**src/design/sec_err_cfg.svh**
```systemverilog
`ifndef SEC_ERR_CFG_SVH
`define SEC_ERR_CFG_SVH

// ****************************************************************
// Register offsets in the extended configuration space
// ****************************************************************
`define SEC_ERR_FLAGS_OFFSET     12'h12c
`define SEC_ERR_MASK_OFFSET      12'h130

// ****************************************************************
// Reset values
// ****************************************************************
`define SEC_ERR_FLAGS_RESET      32'h0000_0000
`define SEC_ERR_MASK_RESET       32'h0000_17a8

// ****************************************************************
// Implemented bits
// ****************************************************************
`define SEC_ERR_FLAGS_IMPL       32'h0000_1e8c
`define SEC_ERR_MASK_IMPL        32'h0000_3fec

// ****************************************************************
// Field positions
// ****************************************************************
`define SEC_ERR_BIT_SYS_ERR      12
`define SEC_ERR_BIT_PERR_SIG     11
`define SEC_ERR_BIT_DISCARD      10
`define SEC_ERR_BIT_ADDR_PAR     9
`define SEC_ERR_BIT_DATA_PAR     7
`define SEC_ERR_BIT_MASTER_ABORT 3
`define SEC_ERR_BIT_TARGET_ABORT 2
`define SEC_ERR_VEC_WIDTH        13

`endif

```
**src/design/sec_err_pkg.sv**
```systemverilog
package sec_err_pkg;

    typedef logic [12:0] err_vec_type;
    typedef logic [31:0] cfg_word_type;

    typedef enum logic [1:0] {
        cfg_op_idle  = 2'b00,
        cfg_op_read  = 2'b01,
        cfg_op_write = 2'b10
    } cfg_op_type;

endpackage

```
**src/design/sec_bus_err_regs.sv**
```systemverilog
`timescale 1ns/1ps
`include "sec_err_cfg.svh"


module sec_bus_err_regs
(
    input  wire logic                      clock_i,
    input  wire logic                      ce_i,
    input  wire logic                      rst_i,
    input  wire logic                      pcie_reset_i,
    input  wire logic                      global_reset_in_i,
    input  wire logic                      por_reset_i,
    input  wire logic                      cfg_rd_i,
    input  wire logic                      cfg_wr_i,
    input  wire logic [11:0]               cfg_addr_i,
    input  wire logic [3:0]                cfg_be_i,
    input  wire logic [31:0]               cfg_wdata_i,
    output logic      [31:0]               cfg_rdata_o,
    output logic                           cfg_ack_o,
    output logic                           cfg_hit_o,
    input  wire logic                      sys_err_active_i,
    input  wire logic                      parity_err_signal_active_i,
    input  wire logic                      discard_expired_i,
    input  wire logic                      addr_parity_err_i,
    input  wire logic                      wr_data_parity_err_i,
    input  wire logic                      rd_cpl_perr_i,
    input  wire logic                      master_abort_i,
    input  wire logic                      target_abort_i,
    output logic      [12:0]               err_report_o,
    output logic                           err_report_any_o,
    output logic      [4:0]                err_report_pos_o,
    output logic      [12:0]               sys_err_seen_flag_o
);

    // ************************************************************
    // Helper functions
    // ************************************************************
    function automatic logic [31:0] be_expand(input logic [3:0] be);
        logic [31:0] mask;
        mask = {{8{be[3]}}, {8{be[2]}}, {8{be[1]}}, {8{be[0]}}};
        return mask;
    endfunction

    function automatic logic [4:0] top_bit_pos(input logic [12:0] vec);
        logic [4:0] pos;
        pos = 5'h00;
        for (int i = 0; i < 13; i++)
        begin
            if (vec[i])
            begin
                pos = 5'(i);
            end
        end
        return pos;
    endfunction

    // ************************************************************
    // Declarations
    // ************************************************************
    logic                        any_reset;
    sec_err_pkg::cfg_op_type     cfg_op;
    logic                        hit_flags;
    logic                        hit_mask;
    logic [31:0]                 lane_mask;
    sec_err_pkg::err_vec_type    raw_event;
    sec_err_pkg::err_vec_type    live_event;
    sec_err_pkg::err_vec_type    flag_clear;
    sec_err_pkg::err_vec_type    flags;
    logic [31:0]                 mask_reg;
    logic [31:0]                 mask_next;
    logic [31:0]                 rdata_reg;
    logic [31:0]                 rdata_next;
    logic                        ack_reg;
    logic                        ack_next;
    logic                        hit_reg;
    logic                        hit_next;
    logic [12:0]                 report_reg;
    logic [12:0]                 report_next;
    logic                        report_any_reg;
    logic                        report_any_next;
    logic [4:0]                  report_pos_reg;
    logic [4:0]                  report_pos_next;

    // ************************************************************
    // Reset sources
    // ************************************************************
    always_comb
    begin
        any_reset = rst_i | pcie_reset_i | global_reset_in_i | por_reset_i;
    end

    // ************************************************************
    // Access decode
    // ************************************************************
    always_comb
    begin
        if (cfg_wr_i)
        begin
            cfg_op = sec_err_pkg::cfg_op_write;
        end
        else if (cfg_rd_i)
        begin
            cfg_op = sec_err_pkg::cfg_op_read;
        end
        else
        begin
            cfg_op = sec_err_pkg::cfg_op_idle;
        end
        hit_flags = 1'b0;
        hit_mask  = 1'b0;
        // Word decode, byte offset bits ignored
        if ({cfg_addr_i[11:2], 2'b00} == `SEC_ERR_FLAGS_OFFSET)
        begin
            hit_flags = 1'b1;
        end
        else if ({cfg_addr_i[11:2], 2'b00} == `SEC_ERR_MASK_OFFSET)
        begin
            hit_mask = 1'b1;
        end
        lane_mask = be_expand(cfg_be_i);
    end

    // ************************************************************
    // Error events
    // ************************************************************
    err_event_capture u_capture
    (
        .clock_i                    (clock_i),
        .ce_i                       (ce_i),
        .any_reset_i                (any_reset),
        .sys_err_active_i           (sys_err_active_i),
        .parity_err_signal_active_i (parity_err_signal_active_i),
        .discard_expired_i          (discard_expired_i),
        .addr_parity_err_i          (addr_parity_err_i),
        .wr_data_parity_err_i       (wr_data_parity_err_i),
        .rd_cpl_perr_i              (rd_cpl_perr_i),
        .master_abort_i             (master_abort_i),
        .target_abort_i             (target_abort_i),
        .event_o                    (raw_event)
    );

    always_comb
    begin
        // Same bit position gates same error; PCI-X bits hit no event
        live_event = raw_event & ~mask_reg[12:0];
        flag_clear = '0;
        if (cfg_op == sec_err_pkg::cfg_op_write && hit_flags)
        begin
            flag_clear = cfg_wdata_i[12:0] & lane_mask[12:0];
        end
    end

    // ************************************************************
    // Status flags
    // ************************************************************
    w1c_flag_bank u_flags
    (
        .clock_i     (clock_i),
        .ce_i        (ce_i),
        .any_reset_i (any_reset),
        .set_i       (live_event),
        .clear_i     (flag_clear),
        .flags_o     (flags)
    );

    // ************************************************************
    // Mask register
    // ************************************************************
    always_comb
    begin
        mask_next = mask_reg;
        if (cfg_op == sec_err_pkg::cfg_op_write && hit_mask)
        begin
            mask_next = ((mask_reg & ~lane_mask) | (cfg_wdata_i & lane_mask))
                      & `SEC_ERR_MASK_IMPL;
        end
    end

    always_ff @(posedge clock_i)
    begin
        if (any_reset)
        begin
            mask_reg <= `SEC_ERR_MASK_RESET;
        end
        else if (ce_i)
        begin
            mask_reg <= mask_next;
        end
    end

    // ************************************************************
    // Read response
    // ************************************************************
    always_comb
    begin
        rdata_next = rdata_reg;
        ack_next   = 1'b0;
        hit_next   = hit_reg;
        if (cfg_op != sec_err_pkg::cfg_op_idle)
        begin
            ack_next = 1'b1;
            hit_next = hit_flags | hit_mask;
        end
        if (cfg_op == sec_err_pkg::cfg_op_read)
        begin
            if (hit_flags)
            begin
                rdata_next = {19'h0_0000, flags} & `SEC_ERR_FLAGS_IMPL;
            end
            else if (hit_mask)
            begin
                rdata_next = mask_reg & `SEC_ERR_MASK_IMPL;
            end
            else
            begin
                rdata_next = 32'h0000_0000;
            end
        end
    end

    always_ff @(posedge clock_i)
    begin
        if (any_reset)
        begin
            rdata_reg <= 32'h0000_0000;
            ack_reg   <= 1'b0;
            hit_reg   <= 1'b0;
        end
        else if (ce_i)
        begin
            rdata_reg <= rdata_next;
            ack_reg   <= ack_next;
            hit_reg   <= hit_next;
        end
    end

    // ************************************************************
    // Upstream report
    // ************************************************************
    always_comb
    begin
        report_next     = live_event;
        report_any_next = |live_event;
        report_pos_next = report_pos_reg;
        if (|live_event)
        begin
            report_pos_next = top_bit_pos(live_event);
        end
    end

    always_ff @(posedge clock_i)
    begin
        if (any_reset)
        begin
            report_reg     <= 13'h0000;
            report_any_reg <= 1'b0;
            report_pos_reg <= 5'h00;
        end
        else if (ce_i)
        begin
            report_reg     <= report_next;
            report_any_reg <= report_any_next;
            report_pos_reg <= report_pos_next;
        end
        else
        begin
            // Pulses end even while frozen
            report_reg     <= 13'h0000;
            report_any_reg <= 1'b0;
        end
    end

    // ************************************************************
    // Outputs
    // ************************************************************
    assign cfg_rdata_o         = rdata_reg;
    assign cfg_ack_o           = ack_reg;
    assign cfg_hit_o           = hit_reg;
    assign err_report_o        = report_reg;
    assign err_report_any_o    = report_any_reg;
    assign err_report_pos_o    = report_pos_reg;
    assign sys_err_seen_flag_o = flags;

endmodule // sec_bus_err_regs

```
**src/design/err_event_capture.sv**
```systemverilog
`timescale 1ns/1ps
`include "sec_err_cfg.svh"

module err_event_capture
(
    input  wire logic                      clock_i,
    input  wire logic                      ce_i,
    input  wire logic                      any_reset_i,
    input  wire logic                      sys_err_active_i,
    input  wire logic                      parity_err_signal_active_i,
    input  wire logic                      discard_expired_i,
    input  wire logic                      addr_parity_err_i,
    input  wire logic                      wr_data_parity_err_i,
    input  wire logic                      rd_cpl_perr_i,
    input  wire logic                      master_abort_i,
    input  wire logic                      target_abort_i,
    output sec_err_pkg::err_vec_type       event_o
);

    logic                      sys_err_reg;
    logic                      sys_err_next;
    logic                      perr_sig_reg;
    logic                      perr_sig_next;
    sec_err_pkg::err_vec_type  event_vec;

    // ************************************************************
    // Onset detection of bus signal levels
    // ************************************************************
    always_comb
    begin
        sys_err_next  = sys_err_active_i;
        perr_sig_next = parity_err_signal_active_i;
    end

    always_ff @(posedge clock_i)
    begin
        if (any_reset_i)
        begin
            sys_err_reg  <= 1'b0;
            perr_sig_reg <= 1'b0;
        end
        else if (ce_i)
        begin
            sys_err_reg  <= sys_err_next;
            perr_sig_reg <= perr_sig_next;
        end
    end

    // ************************************************************
    // Event vector at status bit positions
    // ************************************************************
    always_comb
    begin
        event_vec = '0;
        event_vec[`SEC_ERR_BIT_SYS_ERR]      = sys_err_active_i & ~sys_err_reg;
        event_vec[`SEC_ERR_BIT_PERR_SIG]     = parity_err_signal_active_i & ~perr_sig_reg;
        event_vec[`SEC_ERR_BIT_DISCARD]      = discard_expired_i;
        event_vec[`SEC_ERR_BIT_ADDR_PAR]     = addr_parity_err_i;
        event_vec[`SEC_ERR_BIT_DATA_PAR]     = wr_data_parity_err_i | rd_cpl_perr_i;
        event_vec[`SEC_ERR_BIT_MASTER_ABORT] = master_abort_i;
        event_vec[`SEC_ERR_BIT_TARGET_ABORT] = target_abort_i;
        event_o = event_vec & ~{`SEC_ERR_VEC_WIDTH{~ce_i}};
    end

endmodule // err_event_capture

```
**src/design/w1c_flag_bank.sv**
```systemverilog
`timescale 1ns/1ps
`include "sec_err_cfg.svh"

module w1c_flag_bank
(
    input  wire logic                      clock_i,
    input  wire logic                      ce_i,
    input  wire logic                      any_reset_i,
    input  wire sec_err_pkg::err_vec_type  set_i,
    input  wire sec_err_pkg::err_vec_type  clear_i,
    output sec_err_pkg::err_vec_type       flags_o
);

    sec_err_pkg::err_vec_type  flags_reg;
    sec_err_pkg::err_vec_type  flags_next;

    // ************************************************************
    // Sticky flags, set wins over clear
    // ************************************************************
    always_comb
    begin
        flags_next = ((flags_reg & ~clear_i) | set_i)
                   & 13'(`SEC_ERR_FLAGS_IMPL);
    end

    always_ff @(posedge clock_i)
    begin
        if (any_reset_i)
        begin
            flags_reg <= '0;
        end
        else if (ce_i)
        begin
            flags_reg <= flags_next;
        end
    end

    assign flags_o = flags_reg;

endmodule // w1c_flag_bank

```
**config.mk**
```make
export PLATFORM = sky130hd
export DESIGN_NAME = sec_bus_err_regs
export DESIGN_NICKNAME = d
export VERILOG_FILES = /design/src/design/sec_err_pkg.sv /design/src/design/sec_bus_err_regs.sv /design/src/design/err_event_capture.sv /design/src/design/w1c_flag_bank.sv
export VERILOG_INCLUDE_DIRS = /design/src /design/src/design
export SDC_FILE = /design/constraint.sdc
export NUM_CORES = 1
export LEC_CHECK = 0
export BUFFER_PORTS_ARGS = -buffer_cell sky130_fd_sc_hd__buf_2
export CAP_MARGIN = 20
export CORE_ASPECT_RATIO = 1.25
export CORE_MARGIN = 4
export CORE_UTILIZATION = 45
export CTS_CLUSTER_SIZE = 14
export DETAILED_ROUTE_END_ITERATION = 7
export PLACE_DENSITY = 0.91
export SYNTH_ARGS = -nofsm -noshare
export SYNTH_HDL_FRONTEND = slang
export SYNTH_HIERARCHICAL = 1
export SYNTH_SLANG_ARGS = --single-unit
```
**constraint.sdc**
```tcl
create_clock -name clock_i -period 2.1 [get_ports clock_i]
set_input_delay 0.42 -clock clock_i [delete_from_list [all_inputs] [get_ports clock_i]]
set_output_delay 0.42 -clock clock_i [all_outputs]
set_load 0.02 [all_outputs]
```
After elaboration in Yosys (flattened, before gate mapping)
Index checks and enable logic that the tools add are counted.
{"block": "classes", "muxes": 21, "eq_ne": 4, "bitwise_logic": 22, "reduce_logical": 9}
{"cell": "$mux 5", "count": 11}
{"cell": "$and 13x13->13", "count": 4}
{"cell": "$not 13->13", "count": 3}
{"cell": "$and 14x14->14", "count": 2}
{"cell": "$mux 14", "count": 2}
{"cell": "$eq 10x7->1 const B", "count": 2}
{"cell": "$not 14->14", "count": 1}
{"cell": "$or 14x14->14", "count": 1}
{"cell": "$mux 13", "count": 1}
{"cell": "$or 13x13->13", "count": 1}
{"cell": "$reduce_or 13->1", "count": 1}
{"cell": "$reduce_and 2->1", "count": 4}
{"cell": "$mux 1", "count": 6}
{"cell": "$or 1x1->1", "count": 5}
{"cell": "$not 1->1", "count": 3}
{"cell": "$and 1x1->1", "count": 2}
{"cell": "$eq 2x1->1 const B", "count": 1}
{"cell": "$eq 2x2->1 const B", "count": 1}
{"cell": "$logic_and 1x1->1", "count": 2}
{"cell": "$mux 2", "count": 1}
{"cell": "$reduce_bool 2->1", "count": 1}
{"cell": "$reduce_or 2->1", "count": 1}
{"block": "totals", "ff_bits": 73, "out_inout_bits": 66, "inputBits": 64, "wordCells": 66}

Logic depth before layout (Yosys ltp)
Gate-level depths: netlist (run 1).
{"block": "logic_depth", "ltp_word": 16, "mapped_depth": 9, "depth_no_buf": 8}

Modules after synthesis
Netlist (run 1), hierarchy kept.
{"mod": "sec_bus_err_regs", "cells_per_inst": 227, "area_per_inst_um2": 1966.9, "n_inst": 1}
{"mod": "w1c_flag_bank", "cells_per_inst": 36, "area_per_inst_um2": 331.6, "n_inst": 1}
{"mod": "err_event_capture", "cells_per_inst": 22, "area_per_inst_um2": 185.2, "n_inst": 1}

Worst setup path before layout (run 1)
No wires, ideal clock.
{"block": "synth_path", "kind": "input-to-reg", "start": "in cfg_addr_i[11]", "end": "reg u_flags.flags_reg[2] (netlist: u_flags/flags_o[2])", "slack_ps": 397, "t_required_ps": 1953, "path_buffers": 0, "cell_stages": 6, "t_arrival_ps": 1556, "setup_time_ps": 147, "path_cell_list": "nor3_2 -> nand4_2 -> nor4_1 -> and2_1 -> a21bo_2 -> a21oi_1"}
{"block": "synth_via", "elab_chain_len": 7}
{"item": "start: declaration", "line": "sec_bus_err_regs.sv:15", "text": "input wire logic [11:0] cfg_addr_i,"}
{"item": "$eq 10x7->1 (no source line)"}
{"item": "$mux 1", "line": "sec_bus_err_regs.sv:112", "text": "if ({cfg_addr_i[11:2], 2'b00} == `SEC_ERR_FLAGS_OFFSET)"}
{"item": "$logic_and 1x1->1", "line": "sec_bus_err_regs.sv:147", "text": "if (cfg_op == sec_err_pkg::cfg_op_write && hit_flags)"}
{"item": "$mux 13", "line": "sec_bus_err_regs.sv:147"}
{"item": "via flag_clear[2]", "line": "sec_bus_err_regs.sv:67", "text": "sec_err_pkg::err_vec_type flag_clear;"}
{"item": "$not 13->13", "line": "w1c_flag_bank.sv:22", "text": "flags_next = ((flags_reg & ~clear_i) | set_i)"}
{"item": "$and 13x13->13", "line": "w1c_flag_bank.sv:22"}
{"item": "$or 13x13->13", "line": "w1c_flag_bank.sv:22"}
{"item": "end signal: assignment", "line": "w1c_flag_bank.sv:34", "text": "flags_reg <= flags_next;"}
{"item": "end: declaration", "line": "w1c_flag_bank.sv:14", "text": "sec_err_pkg::err_vec_type flags_reg;"}
The timed path passes the listed nets, and every way through them passes these cells.
A chain may end at the register's enable or synchronous reset.

Final worst setup path (run 1)
{"block": "layout_path", "start": "in ce_i", "end": "reg report_pos_reg[0] (netlist: err_report_pos_o[0])"}
{"block": "layout_via", "word_cells_on_any_way": 18}
{"item": "start: declaration", "line": "sec_bus_err_regs.sv:8", "text": "input wire logic ce_i,"}
{"item": "$not 1->1 *", "line": "err_event_capture.sv:62", "text": "event_o = event_vec & ~{`SEC_ERR_VEC_WIDTH{~ce_i}};"}
{"item": "$not 13->13 *", "line": "err_event_capture.sv:62"}
{"item": "$and 13x13->13 *", "line": "err_event_capture.sv:62"}
{"item": "via raw_event[2]", "line": "sec_bus_err_regs.sv:65", "text": "sec_err_pkg::err_vec_type raw_event;"}
{"item": "$and 13x13->13 *", "line": "sec_bus_err_regs.sv:145", "text": "live_event = raw_event & ~mask_reg[12:0];"}
{"item": "via live_event[2]", "line": "sec_bus_err_regs.sv:66", "text": "sec_err_pkg::err_vec_type live_event;"}
{"item": "$mux 5 (11 in a row)", "line": "sec_bus_err_regs.sv:49", "text": "if (vec[i])"}
{"item": "end signal: assignment", "line": "sec_bus_err_regs.sv:263", "text": "report_pos_reg <= report_pos_next;"}
{"item": "end: declaration", "line": "sec_bus_err_regs.sv:81", "text": "logic [4:0] report_pos_reg;"}
Mark *: on every way through the listed nets, which the timed path passes. The rest lies on a longest branch.

==> reports/metrics.csv, run 1 <==
stage;metric;value;unit
run_status;status;finished clean;
clock_network;h-tree-depth;2;
finish;layout_common_cells;76 x buf_2, 51 x dfxtp_1, 34 x conb_1;
timing;fin_crit_sh;82.0;%
floorplan;start_util;47.1;%
setup_path;crit_fanout;15;
setup_path;path_class;primary input to flip-flop;
setup_path;cp.required;2.29;ns
global_routing;grt_max_degree;27;
synthesis;synth_cells;279;
clock_network;root_buffer;clkbuf_8;
timing;max_freq;581;MHz
finish;final_area;2870;um^2
power;peakVddDrop;292;uV
place;hpwl;4610;um
finish;drive_above_1_share;30.0;%
timing;rsz0062_at_grt;false;
place;gp_congestion;0.870;
clock_network;cts_tree;done;
floorplan;row_count;29;
floorplan;ioPinCount;130;
power;p_per_area;597;nW/um^2
timing;finalSetupViolCount;0;
clock_network;clkLatencyLatePin;0.32;ns
synthesis;synth_warnings;6;
clock_network;cts_sinks;51;
power;p_leak;1.46;nW
detailed_routing;drtAntennaViolNets;0;
floorplan;die_area;6690;um^2
detailed_routing;wl_per_cell;13.8;um
finish;diodes;0;
timing;slew_headroom;64.5;%
global_routing;grt.total_usage;17.8;%
hold_path;hp-class;primary input to flip-flop;
timing;fin_setup_tns;0;ns
timing;hold_viol_final;0;
clock_network;clkTransAtPathRegs;0.10;ns
clock_network;cts-root-to-sink-buffers;2;
clock_network;cts-resized-gates;0;
clock_network;cts_buffers;5;
finish;nNetsFinal;423;
detailed_routing;drtPass1Iterations;4;
floorplan;coreArea;5190;um^2
floorplan;dieHeight;90.4;um
timing;fin_worst_skew;0.0121;ns
global_routing;grt_pass1_vias;2041;
synthesis;synth_area;2450;um^2
floorplan;die_w;73.9;um
global_routing;antenna_found_initial;0;
finish;final_common_cell;buf_2;
job;maxCapViolCount;0;
detailed_routing;initialDrtViolationCount;123;
place;io_buffers;76;
detailed_routing;vias;2104;
finish;syn2layout_area_growth;17.4;%
setup_path;start_kind;primary input;
power;total_power;0.00172;W
timing;drv_slew;0;
setup_path;arrival;1.92;ns
detailed_routing;vias_per_cell;4.99;
synthesis;synth_area_per_cell;8.77;um^2
timing;holdWs;0.312;ns
detailed_routing;drc;0;
detailed_routing;wl;5830;um
setup_path;cp-end-kind;flip-flop;
place;dpl_cell_area;2780;um^2
global_routing;grt_pass1_wl;9190;um
timing;fin_crit;1.72;ns
clock_network;postCtsSetupBuffers;0;
clock_network;ctsHoldBuffers;0;
timing;tightestPinTransition;0.529;ns
global_routing;grt_overflow;0;
[critical path, stage by stage]
cell and delay [ns]:
buf_2 0.19, and2_1 0.17, nand2b_1 0.13, inv_1 0.08, nor4_1 0.42, nand2_1 0.15, nor3_1 0.24, o31ai_1 0.12
[path summary, 6_finish.rpt]
path | start | cells after the start | slack [ns] | endpoint
max | ce_i | 8 | 0.38 | err_report_pos_o[0]
min | cfg_wdata_i[5] | 3 | 0.31 | flip-flop
max reg2reg | flip-flop | 6 | 0.42 | err_report_pos_o[0]
min reg2reg | err_report_pos_o[1] | 2 | 0.47 | err_report_pos_o[1]
[through the flow]
step                      instances  utilization, %  setup slack (ns)
final                           422            55.4             0.378
after detailed placement        414            53.7             0.101
after floorplan                 310               -             0.478
after CTS                       422            55.4             0.421
after global routing            422            55.4             0.240
after global placement          414            53.7             0.194
[power breakdown]
group	leakage (nW)	internal, W	switching (W)
sequential	0.411	0.000969	0.00000119
clock	0.0402	0.000232	0.000337
combinational	1.01	0.0000575	0.000119
total	1.46	0.00126	0.000457
[layout make-up]
class	count	area, um^2
clock buffer	5	68.8
clock inverter	3	20.0
fill	490	2320
inverter	12	45.0
multi-input combinational	201	1170
sequential	51	1020
tap	62	77.6
timing repair buffer	88	470
[routing by layer]
layer	wire [um]	vias up	GRT usage [%]
met5	0	-	0
met4	133	0	7.10
met3	606	12	6.57
met2	2970	101	30.8
met1	2120	956	18.9
li1	-	1035	-
Power figures use the tool's default switching activity.
==> inputs of run 2 (changes only) <==
ABC_AREA = 1   (was unset)
CORE_UTILIZATION = 41   (was 45)
PLACE_DENSITY = 0.87   (was 0.91)
clock period = 1.4 ns   (was 2.1 ns; I/O delays follow)
==> reports/metrics.csv, run 2 <==
stage;metric;value;unit
floorplan;coreArea;5900;um^2
detailed_routing;drc;0;
finish;diodes;0;
setup_path;start_kind;flip-flop;
timing;max_freq;703;MHz
global_routing;antenna_found_initial;0;
setup_path;path_class;flip-flop to flip-flop;
setup_path;reg2reg_to;err_report_pos_o[2];
timing;fin_worst_skew;0.00640;ns
run_status;violations;negative setup slack;
power;p_leak;1.81;nW
setup_path;cp.required;1.60;ns
finish;final_common_cell;buf_2;
detailed_routing;drtPass1Iterations;4;
place;gp_congestion;0.847;
setup_path;reg2reg_depth;11;
clock_network;cts-root-to-sink-buffers;2;
setup_path;crit_fanout;3;
global_routing;grt_pass1_wl;9890;um
clock_network;ctsHoldBuffers;0;
setup_path;r2r_slack;-0.02;ns
clock_network;h-tree-depth;2;
detailed_routing;wl_per_cell;12.0;um
power;p_per_area;802;nW/um^2
job;maxCapViolCount;0;
timing;rsz0062_at_grt;true;
floorplan;ioPinCount;130;
finish;layout_common_cells;75 x buf_2, 68 x nand2_1, 59 x inv_1;
finish;drive_above_1_share;35.7;%
floorplan;dieHeight;96.0;um
detailed_routing;initialDrtViolationCount;97;
synthesis;synth_area_per_cell;7.23;um^2
setup_path;crit_family;simple AND/OR/NAND/NOR gates;
finish;final_area;3320;um^2
setup_path;cp_cell_sequence;nor2_2 -> nand2_2 -> nand2_2 -> inv_2 -> nand3_4 -> nor2_4 -> nand3_2 -> nand2_4 -> inv_4 -> o211ai_1 -> inv_1;
setup_path;critPathBufInv;3;
clock_network;cts_tree;done;
synthesis;synth_cells;351;
floorplan;die_area;7520;um^2
setup_path;cp-end-kind;flip-flop;
timing;fin_crit_sh;102;%
detailed_routing;wl;6490;um
place;io_buffers;76;
setup_path;cp_slowest_cell;dfxtp_2;
global_routing;grt.total_usage;16.6;%
detailed_routing;drtAntennaViolNets;0;
synthesis;synth_area;2540;um^2
place;hpwl;4970;um
run_status;status;finished, violations left;
setup_path;arrival;1.62;ns
finish;syn2layout_area_growth;30.8;%
clock_network;cts_sinks;51;
setup_path;critPathLaunch;u_capture/perr_sig_reg;
clock_network;clkLatencyLatePin;0.30;ns
hold_path;hp-class;primary input to flip-flop;
global_routing;grt_max_degree;16;
floorplan;start_util;43.1;%
floorplan;row_count;31;
detailed_routing;vias;2395;
synthesis;synth_warnings;6;
power;peakVddDrop;511;uV
timing;fin_crit;1.42;ns
timing;fin_setup_tns;-0.0229;ns
clock_network;cts_buffers;5;
timing;finalSetupViolCount;1;
setup_path;crit_top_cell;nand2_2;
finish;fillCellCount;569;
clock_network;clkTransAtPathRegs;0.09;ns
hold_path;min_from;cfg_wdata_i[6];
timing;drv_slew;0;
global_routing;grt_pass1_vias;2264;
timing;setup_ws;-0.0229;ns
hold_path;worstHoldPathCells;3;
floorplan;die_w;78.4;um
global_routing;grt_overflow;0;
timing;hold_viol_final;0;
clock_network;root_buffer;clkbuf_8;
setup_path;critPathMaxStageDelay;0.35;ns
finish;nNetsFinal;523;
setup_path;timing.rr.start;u_capture/perr_sig_reg;
place;dpl_cell_area;3100;um^2
power;total_power;0.00266;W
detailed_routing;vias_per_cell;4.43;
run 2: worst max-delay path by stage:
stage | cells after the start | to
2_1_floorplan | 8 | u_flags/flags_o[10]
6_report | 11 | err_report_pos_o[2]
3_3_place_gp | 14 | err_report_pos_o[2]
3_5_place_dp | 14 | err_report_pos_o[2]
4_1_cts | 11 | err_report_pos_o[2]
5_1_grt | 11 | err_report_pos_o[2]
run 2: final cells by class:
| type | count | area (um^2) | area share, % |
|---|---|---|---|
| Clock inverter | 1 | 5.00 | 0.151 |
| Multi-Input combinational cell | 222 | 1180 | 35.5 |
| Tap cell | 82 | 103 | 3.09 |
| Inverter | 68 | 264 | 7.95 |
| Timing Repair Buffer | 111 | 658 | 19.8 |
| Clock buffer | 6 | 82.6 | 2.49 |
| Sequential cell | 51 | 1030 | 31.0 |
run 2: routing by layer:
metal | part of all wire, % | routed length (um) | global-route usage (%)
met3 | 7.4 | 482 | 3.93
met4 | 1.7 | 113 | 6.12
met1 | 38 | 2460 | 18.1
met2 | 53 | 3430 | 31.3
met5 | 0 | 0 | 0
run 2: timing repair:
action / in CTS / in global routing
pin swaps: 2 / 12
endpoints found under the setup margin: 4 / 4
resized for setup: 6 / 34
buffers inserted: 2 / 1
run 2: worst reg2reg max path, cell delays in order (launching register included):
cell and delay, ns:
dfxtp_2 0.35, nor2_2 0.04, nand2_2 0.07, nand2_2 0.06
inv_2 0.07, nand3_4 0.08, nor2_4 0.13, nand3_2 0.11
nand2_4 0.11, inv_4 0.04, o211ai_1 0.19, inv_1 0.06
run 2: metrics by stage:
stage          setup WS, ns  utilization [%]  hold slack [ns]  cells
5_1_grt             -0.0912             56.3            0.209    541
2_1_floorplan       -0.0290                -            0.407    382
3_3_place_gp         -0.208             52.7            0.442    531
3_5_place_dp         -0.296             52.7            0.447    531
4_1_cts            0.000265             54.7            0.205    540
6_report            -0.0229             56.3            0.209    541
run 2: power breakdown:
group          internal (W)  switching, W  leakage (nW)
registers           0.00146    0.00000304         0.411
clock network      0.000388      0.000457        0.0470
logic              0.000130      0.000228          1.35
total               0.00197      0.000688          1.81
==> inputs of run 3 (changes only) <==
SKIP_CTS_REPAIR_TIMING = 1   (was unset)
TNS_END_PERCENT = 5   (was unset)
==> reports/metrics.csv, run 3 (same netlist as run 2, synthesis figures left out) <==
stage;metric;value;unit
clock_network;root_buffer;clkbuf_8;
clock_network;cts_tree;done;
timing;fin_worst_skew;0.00956;ns
timing;setup_ws;0.0289;ns
global_routing;grt.total_usage;16.2;%
clock_network;clkLatencyLatePin;0.31;ns
clock_network;clkTransAtPathRegs;0.09;ns
setup_path;cp-end-kind;flip-flop;
setup_path;crit_fanout;3;
hold_path;worstHoldPathCells;3;
finish;diodes;0;
global_routing;grt_max_degree;16;
place;io_buffers;76;
finish;fillCellCount;567;
setup_path;reg2reg_to;err_report_pos_o[2];
detailed_routing;drtPass1Iterations;4;
power;peakVddDrop;492;uV
place;gp_congestion;0.857;
floorplan;die_w;78.4;um
finish;layout_common_cells;76 x buf_2, 67 x nand2_1, 61 x inv_1;
setup_path;cp.required;1.66;ns
clock_network;cts-root-to-sink-buffers;2;
floorplan;row_count;31;
power;p_per_area;897;nW/um^2
setup_path;start_kind;flip-flop;
clock_network;cts_buffers;5;
place;hpwl;4930;um
global_routing;antenna_found_initial;0;
detailed_routing;wl;6350;um
setup_path;reg2reg_depth;10;
finish;final_common_cell;buf_2;
floorplan;ioPinCount;130;
setup_path;path_class;flip-flop to flip-flop;
finish;drive_above_1_share;35.9;%
timing;finalSetupViolCount;0;
global_routing;grt_overflow;0;
detailed_routing;vias_per_cell;4.44;
finish;stdcell_count;545;
run_status;status;finished clean;
setup_path;r2r_slack;0.03;ns
clock_network;h-tree-depth;2;
place;place_ws;-0.274;ns
hold_path;hp-class;primary input to flip-flop;
power;p_leak;1.84;nW
floorplan;start_util;43.1;%
timing;max_freq;729;MHz
global_routing;grt_pass1_vias;2261;
global_routing;grt_pass1_wl;9580;um
detailed_routing;initialDrtViolationCount;66;
timing;drv_slew;0;
detailed_routing;vias;2419;
clock_network;cts_sinks;51;
finish;syn2layout_area_growth;32.6;%
timing;fin_crit_sh;97.9;%
detailed_routing;drtAntennaViolNets;0;
floorplan;die_area;7520;um^2
place;placed_cells;532;
hold_path;min_from;cfg_wdata_i[6];
floorplan;dieHeight;96.0;um
finish;nNetsFinal;526;
detailed_routing;drc;0;
timing;rsz0062_at_grt;true;
floorplan;coreArea;5900;um^2
timing;hold_viol_final;0;
job;maxCapViolCount;0;
detailed_routing;wl_per_cell;11.7;um
timing;fin_crit;1.37;ns
setup_path;arrival;1.64;ns
-- run 3: cell types whose count changed in the layout (fill, tap and decap cells not counted), sizes merged --
cell    previous run  this run
buf              111       114
bufinv             0         2
clkinv             2         1
-- run 3: worst max-delay path by stage --
stage | from | endpoint | slack [ns] | cells after the start
3_5_place_dp | ce_i | err_report_pos_o[3] | -0.27 | 14
4_1_cts | flip-flop | err_report_pos_o[3] | -0.07 | 9
5_1_grt | flip-flop | err_report_pos_o[0] | -0.09 | 14
2_1_floorplan | cfg_addr_i[9] | u_flags/flags_o[10] | -0.03 | 8
6_report | flip-flop | err_report_pos_o[2] | 0.03 | 10
3_3_place_gp | ce_i | err_report_pos_o[2] | -0.22 | 13
-- run 3: critical path: stages (launching register included) --
cell,delay (ns)
dfxtp_2,0.34
inv_2,0.05
nand2_2,0.08
nand2_2,0.08
nor3_4,0.23
nand3_2,0.12
nand2_4,0.11
nor2_4,0.04
o21ai_0,0.09
o211ai_1,0.12
inv_1,0.06
-- run 3: metal layers --
| layer | GRT usage, % | routed length, um |
|---|---|---|
| met5 | 0 | 0 |
| met1 | 17.4 | 2490 |
| met2 | 28.6 | 3240 |
| met4 | 8.45 | 148 |
| met3 | 5.06 | 473 |
-- run 3: metrics by stage --
| step | total power (W) | TNS, ns | hold slack [ns] | instance area, um^2 | util, % |
|---|---|---|---|---|---|
| 2_1_floorplan | 0.00175 | -0.115 | 0.407 | 2670 | - |
| 3_3_place_gp | 0.00181 | -2.24 | 0.448 | 3100 | 52.6 |
| 3_5_place_dp | 0.00181 | -3.88 | 0.455 | 3100 | 52.6 |
| 4_1_cts | 0.00300 | -0.246 | 0.191 | 3230 | 54.8 |
| 5_1_grt | 0.00311 | -0.248 | 0.195 | 3370 | 57.1 |
| 6_report | 0.00302 | 0 | 0.193 | 3370 | 57.1 |
-- run 3: area by class of cell --
| type | instances | area [um^2] | share of cell area, % |
|---|---|---|---|
| timing repair buffer | 114 | 669 | 19.9 |
| tap | 82 | 103 | 3.05 |
| clock inverter | 2 | 60.1 | 1.78 |
| multi-input combinational | 222 | 1170 | 34.8 |
| inverter | 68 | 262 | 7.77 |
| clock buffer | 6 | 72.6 | 2.16 |
| sequential | 51 | 1030 | 30.5 |
-- run 3: power by group --
part | leakage (nW) | internal [W] | switching (W)
Sequential | 0.411 | 0.00146 | 0.00000301
Clock | 0.0654 | 0.000714 | 0.000493
Combinational | 1.36 | 0.000127 | 0.000227
